===== src/ris_map.svh =====
// Register map, reset values, mode write mask and prescaler count of the input selector
`ifndef RIS_MAP_SVH
`define RIS_MAP_SVH
`define RIS_IDX_INPUT_PRIORITY      6'h14
`define RIS_IDX_MODE      6'h15
`define RIS_IDX_HOLD      6'h16
`define RIS_IDX_DIVPWR    6'h17
`define RIS_IDX_STATUS    6'h18
`define RIS_RST_INPUT_PRIORITY      8'he4
`define RIS_RST_MODE      8'h00
`define RIS_RST_HOLD      8'h80
`define RIS_RST_DIVPWR    8'h80
`define RIS_MODE_MASK     8'h7f
`define RIS_PRESCALE_DIV4 2'h3
`endif


===== src/ris_pkg.sv =====
// Types and shared ranking function of the input selector
package ris_pkg;
    typedef enum logic [1:0] {
        RIS_ST_TRACK = 2'h0,
        RIS_ST_WAIT  = 2'h1,
        RIS_ST_NOREF = 2'h3
    } ris_state_t;

    typedef struct packed {
        logic       reserved;
        logic       loss_of_reference_block;
        logic       monitor_prescale_select;
        logic       revertive_switch_enable;
        logic [1:0] selection_mode_field;
        logic [1:0] manual_select;
    } ris_ctrl_t;

    // Rank = priority, then lower input index wins ties
    function automatic logic [3:0] ris_rank(input logic [7:0] input_priority,
                                            input logic [1:0] idx);
        logic [1:0] p;
        p = 2'h0;
        case (idx)
            2'h0:    p = input_priority[7:6];
            2'h1:    p = input_priority[5:4];
            2'h2:    p = input_priority[3:2];
            default: p = input_priority[1:0];
        endcase
        return {p, ~idx};
    endfunction : ris_rank
endpackage : ris_pkg


===== src/ris_best_pick.sv =====
// Picks the highest ranked input that has no loss of signal
`timescale 1ns/10ps
module ris_best_pick import ris_pkg::*; (
    input  wire logic [7:0] input_priority,
    input  wire logic [3:0] los,
    output logic      [1:0] best,
    output logic            any_valid
);
    logic [3:0] r [4];
    logic [1:0] b01;
    logic [1:0] b23;
    logic       v01;
    logic       v23;

    // Index order breaks priority ties
    always_comb begin
        for (int i = 0; i < 4; i++) begin
            r[i] = ris_rank(input_priority, 2'(i));
        end
    end

    assign v01 = ~los[0] | ~los[1];
    assign v23 = ~los[2] | ~los[3];
    assign b01 = (los[0] | (~los[1] & r[1] > r[0])) ? 2'h1 : 2'h0;
    assign b23 = (los[2] | (~los[3] & r[3] > r[2])) ? 2'h3 : 2'h2;
    assign best = (!v01 | (v23 & r[b23] > r[b01])) ? b23 : b01;
    assign any_valid = v01 | v23;
endmodule : ris_best_pick


===== src/ris_holdoff.sv =====
// Hold-off down counter for automatic switching with holdover
`timescale 1ns/10ps
`include "ris_map.svh"
module ris_holdoff (
    input  wire logic       clock,
    input  wire logic       sys_rst,
    input  wire logic       arm,
    input  wire logic       tick,
    input  wire logic [7:0] load_val,
    output logic            expire
);
    logic [7:0] cnt_q;
    logic [7:0] cnt_dec;
    assign cnt_dec = cnt_q - 8'h01;

    // Reload after each expiry keeps later fail-overs paced
    always_ff @(posedge clock) begin
        if (sys_rst || !arm) begin
            cnt_q  <= sys_rst ? `RIS_RST_HOLD : load_val;
            expire <= 1'b0;
        end else if (tick) begin
            expire <= (cnt_q == 8'h00) || (cnt_dec == 8'h00);
            cnt_q  <= (cnt_q == 8'h00 || cnt_dec == 8'h00) ? load_val
                                                            : cnt_dec;
        end else begin
            expire <= 1'b0;
        end
    end
endmodule : ris_holdoff


===== src/ris_selector.sv =====
// Reference input selector with Avalon-MM register slave
//
// The Avalon-MM slave port is this design's own decision.
`timescale 1ns/10ps
`include "ris_map.svh"
module ris_selector import ris_pkg::*; (
    input  wire logic        clock,
    input  wire logic        sys_rst,
    input  wire logic [7:0]  avs_address,
    input  wire logic        avs_read,
    input  wire logic        avs_write,
    input  wire logic [31:0] avs_writedata,
    output logic      [31:0] avs_readdata,
    output logic             avs_waitrequest,
    input  wire logic [3:0]  los_in,
    input  wire logic        holdoff_tick,
    input  wire logic        monitor_tick,
    output logic             monitor_tick_out,
    output logic [1:0]       sel_idx_q,
    output logic             no_reference_q
);
    //------------------------------------------------------------------
    // Register slave
    //------------------------------------------------------------------
    logic [7:0]  input_priority_q;
    ris_ctrl_t   ctrl_q;
    logic [7:0]  hold_q;
    logic [7:0]  divpwr_q;
    ris_state_t  state_q;
    ris_state_t  state_d;
    logic [1:0]  sel_d;
    logic [3:0]  los_q;
    logic [1:0]  pre_cnt_q;
    logic [5:0]  word;
    logic        req;
    logic        wr_go;
    logic [7:0]  rd_mux;
    logic [7:0]  status;

    assign word   = avs_address[7:2];
    assign req    = avs_read | avs_write;
    assign wr_go  = avs_write & ~avs_waitrequest;
    assign status = {2'h0, state_q, los_in};
    assign rd_mux = (word == `RIS_IDX_INPUT_PRIORITY)   ? input_priority_q :
                    (word == `RIS_IDX_MODE)   ? ctrl_q :
                    (word == `RIS_IDX_HOLD)   ? hold_q :
                    (word == `RIS_IDX_DIVPWR) ? divpwr_q :
                    (word == `RIS_IDX_STATUS) ? status : 8'h00;

    // One wait cycle, then a one-cycle acknowledge
    always_ff @(posedge clock) begin
        if (sys_rst) begin
            avs_waitrequest <= 1'b1;
            avs_readdata    <= 32'h0;
        end else begin
            avs_waitrequest <= ~(req & avs_waitrequest);
            avs_readdata    <= {24'h0, rd_mux};
        end
    end

    always_ff @(posedge clock) begin
        if (sys_rst) begin
            input_priority_q   <= `RIS_RST_INPUT_PRIORITY;
            ctrl_q   <= `RIS_RST_MODE;
            hold_q   <= `RIS_RST_HOLD;
            divpwr_q <= `RIS_RST_DIVPWR;
        end else if (wr_go) begin
            if (word == `RIS_IDX_INPUT_PRIORITY)   input_priority_q   <= avs_writedata[7:0];
            if (word == `RIS_IDX_MODE)
                ctrl_q <= avs_writedata[7:0] & `RIS_MODE_MASK;
            if (word == `RIS_IDX_HOLD)   hold_q   <= avs_writedata[7:0];
            if (word == `RIS_IDX_DIVPWR) divpwr_q <= avs_writedata[7:0];
        end
    end

    //------------------------------------------------------------------
    // Monitor prescaler
    //------------------------------------------------------------------
    always_ff @(posedge clock) begin
        if (sys_rst) begin
            pre_cnt_q        <= 2'h0;
            monitor_tick_out <= 1'b0;
        end else begin
            monitor_tick_out <= monitor_tick &
                (!ctrl_q.monitor_prescale_select
                 || pre_cnt_q == `RIS_PRESCALE_DIV4);
            if (monitor_tick) pre_cnt_q <= pre_cnt_q + 2'h1;
        end
    end

    //------------------------------------------------------------------
    // Selection state machine
    //------------------------------------------------------------------
    logic [1:0] best;
    logic       any_valid;
    logic       auto_mode;
    logic       cur_lost;
    logic       revert_ev;
    logic       outranks;
    logic       expire;
    logic       hold_mode;

    ris_best_pick u_pick (
        .input_priority      (input_priority_q),
        .los       (los_in),
        .best      (best),
        .any_valid (any_valid)
    );

    ris_holdoff u_hold (
        .clock    (clock),
        .sys_rst  (sys_rst),
        .arm      (hold_mode & cur_lost & (state_q == RIS_ST_WAIT)),
        .tick     (holdoff_tick),
        .load_val (hold_q),
        .expire   (expire)
    );

    assign auto_mode = ctrl_q.selection_mode_field[0];
    assign hold_mode = ctrl_q.selection_mode_field == 2'h3;
    assign cur_lost  = los_in[sel_idx_q];
    // Recovery of an unselected input; rising edge of validity
    assign revert_ev = |(los_q & ~los_in & ~(4'h1 << sel_idx_q));
    assign outranks  = ris_rank(input_priority_q, best) > ris_rank(input_priority_q, sel_idx_q);

    always_comb begin
        state_d = state_q;
        sel_d   = sel_idx_q;
        if (!auto_mode) begin
            state_d = RIS_ST_TRACK;
            sel_d   = ctrl_q.manual_select;
        end else begin
            case (state_q)
                RIS_ST_TRACK: begin
                    if (cur_lost && hold_mode) begin
                        state_d = RIS_ST_WAIT;
                    end else if (cur_lost) begin
                        // Keep the old index rather than jump to a dead one
                        sel_d   = any_valid ? best : sel_idx_q;
                        state_d = any_valid ? RIS_ST_TRACK : RIS_ST_NOREF;
                    end else if (revert_ev && outranks
                                 && ctrl_q.revertive_switch_enable) begin
                        sel_d = best;
                    end
                end
                RIS_ST_WAIT: begin
                    if (!cur_lost) begin
                        state_d = RIS_ST_TRACK;
                    end else if (expire || !hold_mode) begin
                        sel_d   = any_valid ? best : sel_idx_q;
                        state_d = any_valid ? RIS_ST_TRACK : RIS_ST_NOREF;
                    end
                end
                RIS_ST_NOREF: begin
                    if (any_valid) begin
                        sel_d   = best;
                        state_d = RIS_ST_TRACK;
                    end
                end
                default: state_d = RIS_ST_TRACK;
            endcase
        end
    end

    // Index moves only on the clock edge so the mux never glitches
    always_ff @(posedge clock) begin
        if (sys_rst) begin
            state_q        <= RIS_ST_TRACK;
            sel_idx_q      <= 2'h0;
            los_q          <= 4'h0;
            no_reference_q <= 1'b0;
        end else begin
            state_q        <= state_d;
            sel_idx_q      <= sel_d;
            los_q          <= los_in;
            no_reference_q <= state_d == RIS_ST_NOREF;
        end
    end
endmodule : ris_selector


===== config.mk =====
export PLATFORM = sky130hd
export DESIGN_NAME = ris_selector
export DESIGN_NICKNAME = d
export VERILOG_FILES = /design/src/ris_pkg.sv /design/src/ris_best_pick.sv /design/src/ris_holdoff.sv /design/src/ris_selector.sv
export VERILOG_INCLUDE_DIRS = /design/src
export SDC_FILE = /design/constraint.sdc
export NUM_CORES = 1
export LEC_CHECK = 0
export ABC_AREA = 0
export ABC_CLOCK_PERIOD_IN_PS = 3800
export BUFFER_PORTS_ARGS = -buffer_cell sky130_fd_sc_hd__buf_4
export CAP_MARGIN = 20
export CELL_PAD_IN_SITES_DETAIL_PLACEMENT = 0
export CELL_PAD_IN_SITES_GLOBAL_PLACEMENT = 1
export CORE_UTILIZATION = 40
export DETAILED_ROUTE_END_ITERATION = 6
export GPL_TIMING_DRIVEN = 0
export PLACE_DENSITY = 0.89
export SLEW_MARGIN = 10
export SYNTH_ARGS = -nofsm -noshare
export SYNTH_HDL_FRONTEND = slang
export SYNTH_SLANG_ARGS = --single-unit
export TNS_END_PERCENT = 30

===== constraint.sdc =====
create_clock -name clock -period 3.8 [get_ports clock]
set_input_delay 0.76 -clock clock [delete_from_list [all_inputs] [get_ports clock]]
set_output_delay 0.76 -clock clock [all_outputs]
set_load 0.05 [all_outputs]

==> results of run 1 <==
-- power by group through the flow --
stage,registers (µW),logic (µW),clock network (µW)
after global routing,661,197,652
after global placement,675,176,0
final,660,182,613
after floorplan,682,125,0
after CTS,661,180,622
after detailed placement,676,179,0
-- cells by family after synthesis --
family | count (synthesis)
multiplexers | 44
AND/OR/NAND/NOR | 129
buffers and inverters | 56
AO/OA/AOI/OAI | 70
adder cells (fa/ha/maj) | 11
XOR/XNOR | 7
other | 1
flip-flops | 61
-- worst max-delay path, cell delays in order (launching register included) --
cell,delay (ns)
dfxtp_4,0.36
inv_1,0.04
ha_1,0.28
nor4bb_2,0.18
nor3_2,0.28
mux2_4,0.35
ha_1,0.33
a31o_4,0.25
inv_4,0.08
mux2i_1,0.22
ha_1,0.26
nand4_1,0.09
nand4b_1,0.10
o21a_1,0.24
o31ai_2,0.27
mux2i_1,0.21
-- worst min-delay path by stage --
stage	end
5_1_grt	avs_waitrequest
3_3_place_gp	avs_waitrequest
6_report	avs_waitrequest
2_1_floorplan	divpwr_q[7]
4_1_cts	avs_waitrequest
3_5_place_dp	avs_waitrequest
-- metal layers --
metal | wire length [µm] | up-vias | share of wire (%) | global-route usage (%)
li1 | - | 1437 | - | -
met1 | 3735 | 1364 | 43 | 25.92
met2 | 4161 | 93 | 48 | 33.51
met3 | 534 | 18 | 6.2 | 3.748
met4 | 163 | 0 | 1.9 | 8.955
met5 | 0 | - | 0 | 0
-- registers in the layout, summed over array words and instances, names as in the netlist, 4 cells and up --
name,flops
avs_readdata,8
ctrl_q,6
divpwr_q,8
hold_q,8
input_priority_q,8
los_q,4
u_hold.cnt_q,8
-- per-stage QoR --
| step | power, µW | std cells | hold WS (ns) | instance area [µm²] |
|---|---|---|---|---|
| after floorplan | 807.0 | 402 | 0.4413 | 3587 |
| after global placement | 851.9 | 541 | 0.4122 | 3974 |
| after detailed placement | 854.6 | 541 | 0.4156 | 3974 |
| after CTS | 1463 | 557 | 0.4377 | 4189 |
| after global routing | 1510 | 558 | 0.4673 | 4232 |
| final | 1456 | 558 | 0.4329 | 4232 |
-- repair_timing --
action | 4_1_cts | 5_1_grt
cloned | 0 | 0
buffers inserted | 0 | 1
pin swaps | 0 | 3
gates resized for setup | 1 | 11
setup endpoints to repair | 1 | 2
-- cells in the final DEF (no fill, tap or decap), types with 3 or more instances in the layout --
cell / instances
mux4_2: 7
buf_4: 60
xor2_1: 3
conb_1: 24
dfxtp_1: 51
nor2b_1: 12
a21oi_1: 14
xnor2_1: 4
o211ai_1: 4
nor2_1: 50
buf_2: 3
nand2b_1: 6
mux2i_1: 36
o21a_1: 3
inv_1: 12
clkbuf_8: 9
edfxtp_1: 8
nand2_1: 28
nand3b_1: 4
a22oi_1: 5
clkbuf_1: 15
o21ai_0: 13
o2bb2ai_1: 5
nor3_1: 5
ha_1: 11
-- cell type report --
cell class	instances	area [µm²]	share of cell area (%)
clock buffers	11	152.6	3.607
well taps	105	131.4	3.105
inverters	13	51.30	1.212
plain buffers	43	259.0	6.121
clock inverters	5	57.56	1.360
repair buffers	35	262.8	6.209
multi-input cells	285	2011	47.52
flip-flops and latches	61	1306	30.87
==> results.json, run 1 <==
{
  "status": "complete, no violations",
  "internal_power_uw": 1062,
  "yosysSeqAreaShare_pct": 37.17,
  "dr_total_vias": 2912,
  "synth-xor-area-share_pct": 1.751,
  "regToRegStartpoint": "input_priority_q[3]",
  "cp-startpoint": "input_priority_q[3]",
  "p_sw_share_pct": 27.06,
  "synth_commonest_cells": "53 x dfxtp_1, 50 x nor2_1, 36 x mux2i_1, 28 x nand2_1, 25 x buf_4",
  "row_count": 33,
  "synth_cell_type_count": 59,
  "pwr-share-seq_pct": 45.4,
  "die_w_um": 95.55,
  "via_per_inst": 5.219,
  "hpwlAfterDp_um": 6285,
  "yosys.area.top_type": "dfxtp_1",
  "r2r_slack_ns": 0.18,
  "grt_pass1_vias": 2827,
  "fillCellCount": 805,
  "root_buffer": "clkbuf_8",
  "cts_tree": "yes",
  "drtPass1Iterations": 4,
  "synth_compound_area_share_pct": 13.69,
  "clkLatencyLatePin_ns": 0.34,
  "synthSimpleGateAreaFrac_pct": 19.44,
  "hold_start": "avs_waitrequest",
  "yosysMostFrequentCell": "dfxtp_1",
  "hp-class": "reg -> reg",
  "die_area_um2": 9130,
  "crit_fanout": 6,
  "fin_crit_ns": 3.619,
  "synth_area_leaders": "dfxtp_1 30%, mux2i_1 10%, edfxtp_1 6.9%, buf_4 5.4%, nor2_1 5.4%",
  "drt-total-wl_um": 8595,
  "core_area_um2": 8341,
  "clkPwrFrac_pct": 42.1,
  "post-place-ws_ns": -0.2047,
  "clkSlewWorstSetupHoldPaths_ns": 0.07,
  "htree_levels": 3,
  "fin_tns_setup_ns": 0,
  "diodes": 0,
  "antenna_left": 0,
  "layout_setup_ws_ns": 0.1813,
  "arrival_ns": 3.89,
  "async_reset_ff_share_pct": 0,
  "wl_per_cell_um": 15.40,
  "tightestPinTransition_ns": 1.071,
  "initial_core_util_pct": 41.97,
  "worstPathRequired_ns": 4.07,
  "clock_path_buffers": 2,
  "place_congestion": 0.8766,
  "cap_violations": 0,
  "clock.fmax_mhz": 276.3,
  "synth_edf_count": 8,
  "grt-ovfl-total": 0,
  "syn_area_per_cell_um2": 9.237,
  "yosys_register_bits": 61,
  "rr_endpoint": "sel_idx_q[0]",
  "holdPathStages": 1,
  "track_usage_pct": 20.36,
  "synth_fa_ha_area_share_pct": 3.931,
  "skew_ns": 0.009450,
  "slew_violations": 0,
  "start_kind": "flip-flop",
  "comb_power_share_pct": 12.5,
  "grt_pass1_wl_um": 13920,
  "crit_type": "reg -> reg",
  "netlist.area_leader.share_pct": 30.31,
  "finalCritPeriodShare_pct": 95.23,
  "cts_num_sinks": 61,
  "crit_end": "sel_idx_q[0]",
  "synth_top_family_by_area": "simple AND/OR/NAND/NOR gates",
  "final_nets": 509,
  "synthMuxAreaShare_pct": 15.12,
  "p_leak_uw": 0.001798,
  "max-vdd-ir-drop_uv": 231.1,
  "drc_errors": 0,
  "layout-drive-gt1-share_pct": 22.96,
  "p_per_area_nw_per_um2": 344.0,
  "io_pins": 87,
  "max_slew_margin_pct": 28.36,
  "port_buffers": 34,
  "drt_iter0_drc": 189,
  "crit_path_end_kind": "flip-flop",
  "grt_max_degree": 12,
  "syn_inst": 379,
  "numCtsBuffers": 9,
  "synth_area_um2": 3501,
  "finish.utilization_pct": 50.74,
  "rsz0062_at_grt": "false",
  "die_y_um": 95.55,
  "final-setup-viol-count": 0,
  "antenna_found_initial": 0,
  "final_hold_viol_count": 0,
  "hold_buffers": 0,
  "yosys_most_used_dff": "dfxtp_1",
  "rr_worst_depth": 15,
  "yosysWarnings": 0,
  "p_sw_uw": 393.9,
  "synthToLayoutAreaGrowth_pct": 20.87
}
(Power assumes the default switching activity.)
==> inputs of run 2 (changes only) <==
--- a/config.mk
+++ b/config.mk
@@ -7,15 +7,15 @@
 export NUM_CORES = 1
 export LEC_CHECK = 0
 export ABC_AREA = 0
-export ABC_CLOCK_PERIOD_IN_PS = 3800
+export ABC_CLOCK_PERIOD_IN_PS = 3300
 export BUFFER_PORTS_ARGS = -buffer_cell sky130_fd_sc_hd__buf_4
 export CAP_MARGIN = 20
 export CELL_PAD_IN_SITES_DETAIL_PLACEMENT = 0
 export CELL_PAD_IN_SITES_GLOBAL_PLACEMENT = 1
-export CORE_UTILIZATION = 40
+export CORE_UTILIZATION = 36
 export DETAILED_ROUTE_END_ITERATION = 6
 export GPL_TIMING_DRIVEN = 0
-export PLACE_DENSITY = 0.89
+export PLACE_DENSITY = 0.85
 export SLEW_MARGIN = 10
 export SYNTH_ARGS = -nofsm -noshare
 export SYNTH_HDL_FRONTEND = slang
==> constraint.sdc (replaced) <==
create_clock -name clock -period 3.3 [get_ports clock]
set_input_delay 0.66 -clock clock [delete_from_list [all_inputs] [get_ports clock]]
set_output_delay 0.66 -clock clock [all_outputs]
set_load 0.05 [all_outputs]
==> run 2 against run 1 <==
  * Power increased by 12%
  * Worst setup slack worse by 0.15 ns
  * Die area up 11%
  * Register-to-register slack lost 0.15 ns
  * Sequential power increased by 15%
  * Non-clock buffer count grew 10
  * Via count rose by 0.38%
  * Critical path depth is the same
  * First-iteration DRC count is 9.0% lower
  * Critical endpoint unchanged
==> results.json, run 2 (synthesized netlist as in run 1, its figures left out) <==
{
  "clock_path_buffers": 2,
  "antenna_left": 0,
  "pwr-share-seq_pct": 46.6,
  "drtPass1Iterations": 4,
  "crit_type": "reg -> reg",
  "arrival_ns": 3.53,
  "grt_pass1_vias": 2768,
  "worstPathRequired_ns": 3.57,
  "internal_power_uw": 1200,
  "layout-drive-gt1-share_pct": 26.13,
  "slew_violations": 0,
  "row_count": 35,
  "via_per_inst": 4.938,
  "cts_num_sinks": 61,
  "mostFrequentLayoutCells": "70 x buf_4, 50 x nor2_1, 49 x dfxtp_1",
  "wl_per_cell_um": 14.79,
  "final_hold_viol_count": 0,
  "clkPwrFrac_pct": 40.1,
  "p_total_uw": 1628,
  "r2r_slack_ns": 0.04,
  "tightestPinTransition_ns": 1.004,
  "clock.fmax_mhz": 306.4,
  "max_slew_margin_pct": 32.82,
  "p_per_area_nw_per_um2": 370.5,
  "p_sw_uw": 428.6,
  "clkSlewWorstSetupHoldPaths_ns": 0.07,
  "drt_iter0_drc": 172,
  "cap_violations": 0,
  "drt-total-wl_um": 8755,
  "synthToLayoutAreaGrowth_pct": 25.52,
  "root_buffer": "clkbuf_8",
  "finalCritPeriodShare_pct": 98.90,
  "cts_tree": "yes",
  "max-vdd-ir-drop_uv": 236.9,
  "skew_ns": 0.01150,
  "crit_path_end_kind": "flip-flop",
  "dpl_cell_area_um2": 4014,
  "antenna_found_initial": 0,
  "initial_core_util_pct": 37.53,
  "crit_fanout": 6,
  "htree_levels": 3,
  "hp-class": "reg -> reg",
  "die_w_um": 100.6,
  "final_common_cell": "buf_4",
  "p_sw_share_pct": 26.32,
  "grt-ovfl-total": 0,
  "numCtsBuffers": 9,
  "final-setup-viol-count": 0,
  "p_leak_uw": 0.001837,
  "core_area_um2": 9328,
  "start_kind": "flip-flop",
  "post-place-ws_ns": -0.3027,
  "port_buffers": 34,
  "die_area_um2": 10120,
  "comb_power_share_pct": 13.3,
  "diodes": 0,
  "postLayoutCellArea_um2": 4394,
  "fillCellCount": 926,
  "layout_setup_ws_ns": 0.03619,
  "grt_max_degree": 12,
  "die_y_um": 100.6,
  "final_nets": 519,
  "dr_total_vias": 2923,
  "status": "complete, no violations",
  "track_usage_pct": 18.40,
  "io_pins": 87,
  "clkLatencyLatePin_ns": 0.34,
  "grt_pass1_wl_um": 14120,
  "fin_tns_setup_ns": 0,
  "place_congestion": 0.8926,
  "hpwlAfterDp_um": 6236,
  "drc_errors": 0,
  "fin_crit_ns": 3.264,
  "rsz0062_at_grt": "true"
}
## run 2: layout make-up
type                    instances  area, µm²  area share, %
plain buffers                  43      259.0          5.894
clock buffers                  12      145.1          3.303
clock inverters                 4      48.80          1.110
inverters                      13      51.30          1.167
multi-input cells             285       2077          47.27
flip-flops and latches         61       1314          29.90
well taps                     129      161.4          3.673
repair buffers                 45      337.8          7.688
## run 2: final timing paths
| kind | from | end | depth (start not counted) |
|---|---|---|---|
| max | input_priority_q[5] | sel_idx_q[0] | 15 |
| min | avs_waitrequest | avs_waitrequest | 1 |
| max reg2reg | input_priority_q[5] | sel_idx_q[0] | 15 |
| min reg2reg | avs_waitrequest | avs_waitrequest | 1 |
## run 2: worst max-delay path: stages, from the launching register on
cell and delay [ns]:
dfxtp_4 0.37, ha_4 0.24, a31o_2 0.25, a21oi_4 0.20, mux2i_4 0.30, ha_4 0.23, a31o_4 0.24, inv_4 0.08
nand2_1 0.05, o21a_1 0.10, ha_1 0.29, nand4_1 0.10, nand4b_1 0.11, o21a_1 0.22, o31ai_2 0.20, mux2i_1 0.21
## run 2: power groups by stage
| stage | Combinational, µW | Clock, µW | Sequential (µW) |
|---|---|---|---|
| after floorplan | 144 | 0 | 786 |
| after global placement | 204 | 0 | 778 |
| after detailed placement | 206 | 0 | 778 |
| after CTS | 213 | 670 | 760 |
| after global routing | 231 | 704 | 759 |
| final | 217 | 652 | 759 |
## run 2: metrics by stage
step,hold slack [ns],util (%),std cells
after floorplan,0.4413,-,402
after global placement,0.4124,43.03,565
after detailed placement,0.4192,43.03,565
after CTS,0.4379,46.67,588
after global routing,0.4643,47.11,592
final,0.4361,47.11,592
## run 2: timing repair
item,in CTS,in global routing
setup endpoints to repair,2,2
pin swaps,9,6
buffers inserted,7,4
resized for setup,19,5
cloned,0,0
hold buffers,0,0
## run 2: routing by layer
layer  vias to the layer above  track usage, %  share of wire, %
met1                      1373           22.67                43
li1                       1454               -                 -
met5                         -               0                 0
met4                         0           8.807               2.5
met3                        16           3.814               5.3
met2                        80           30.72                49
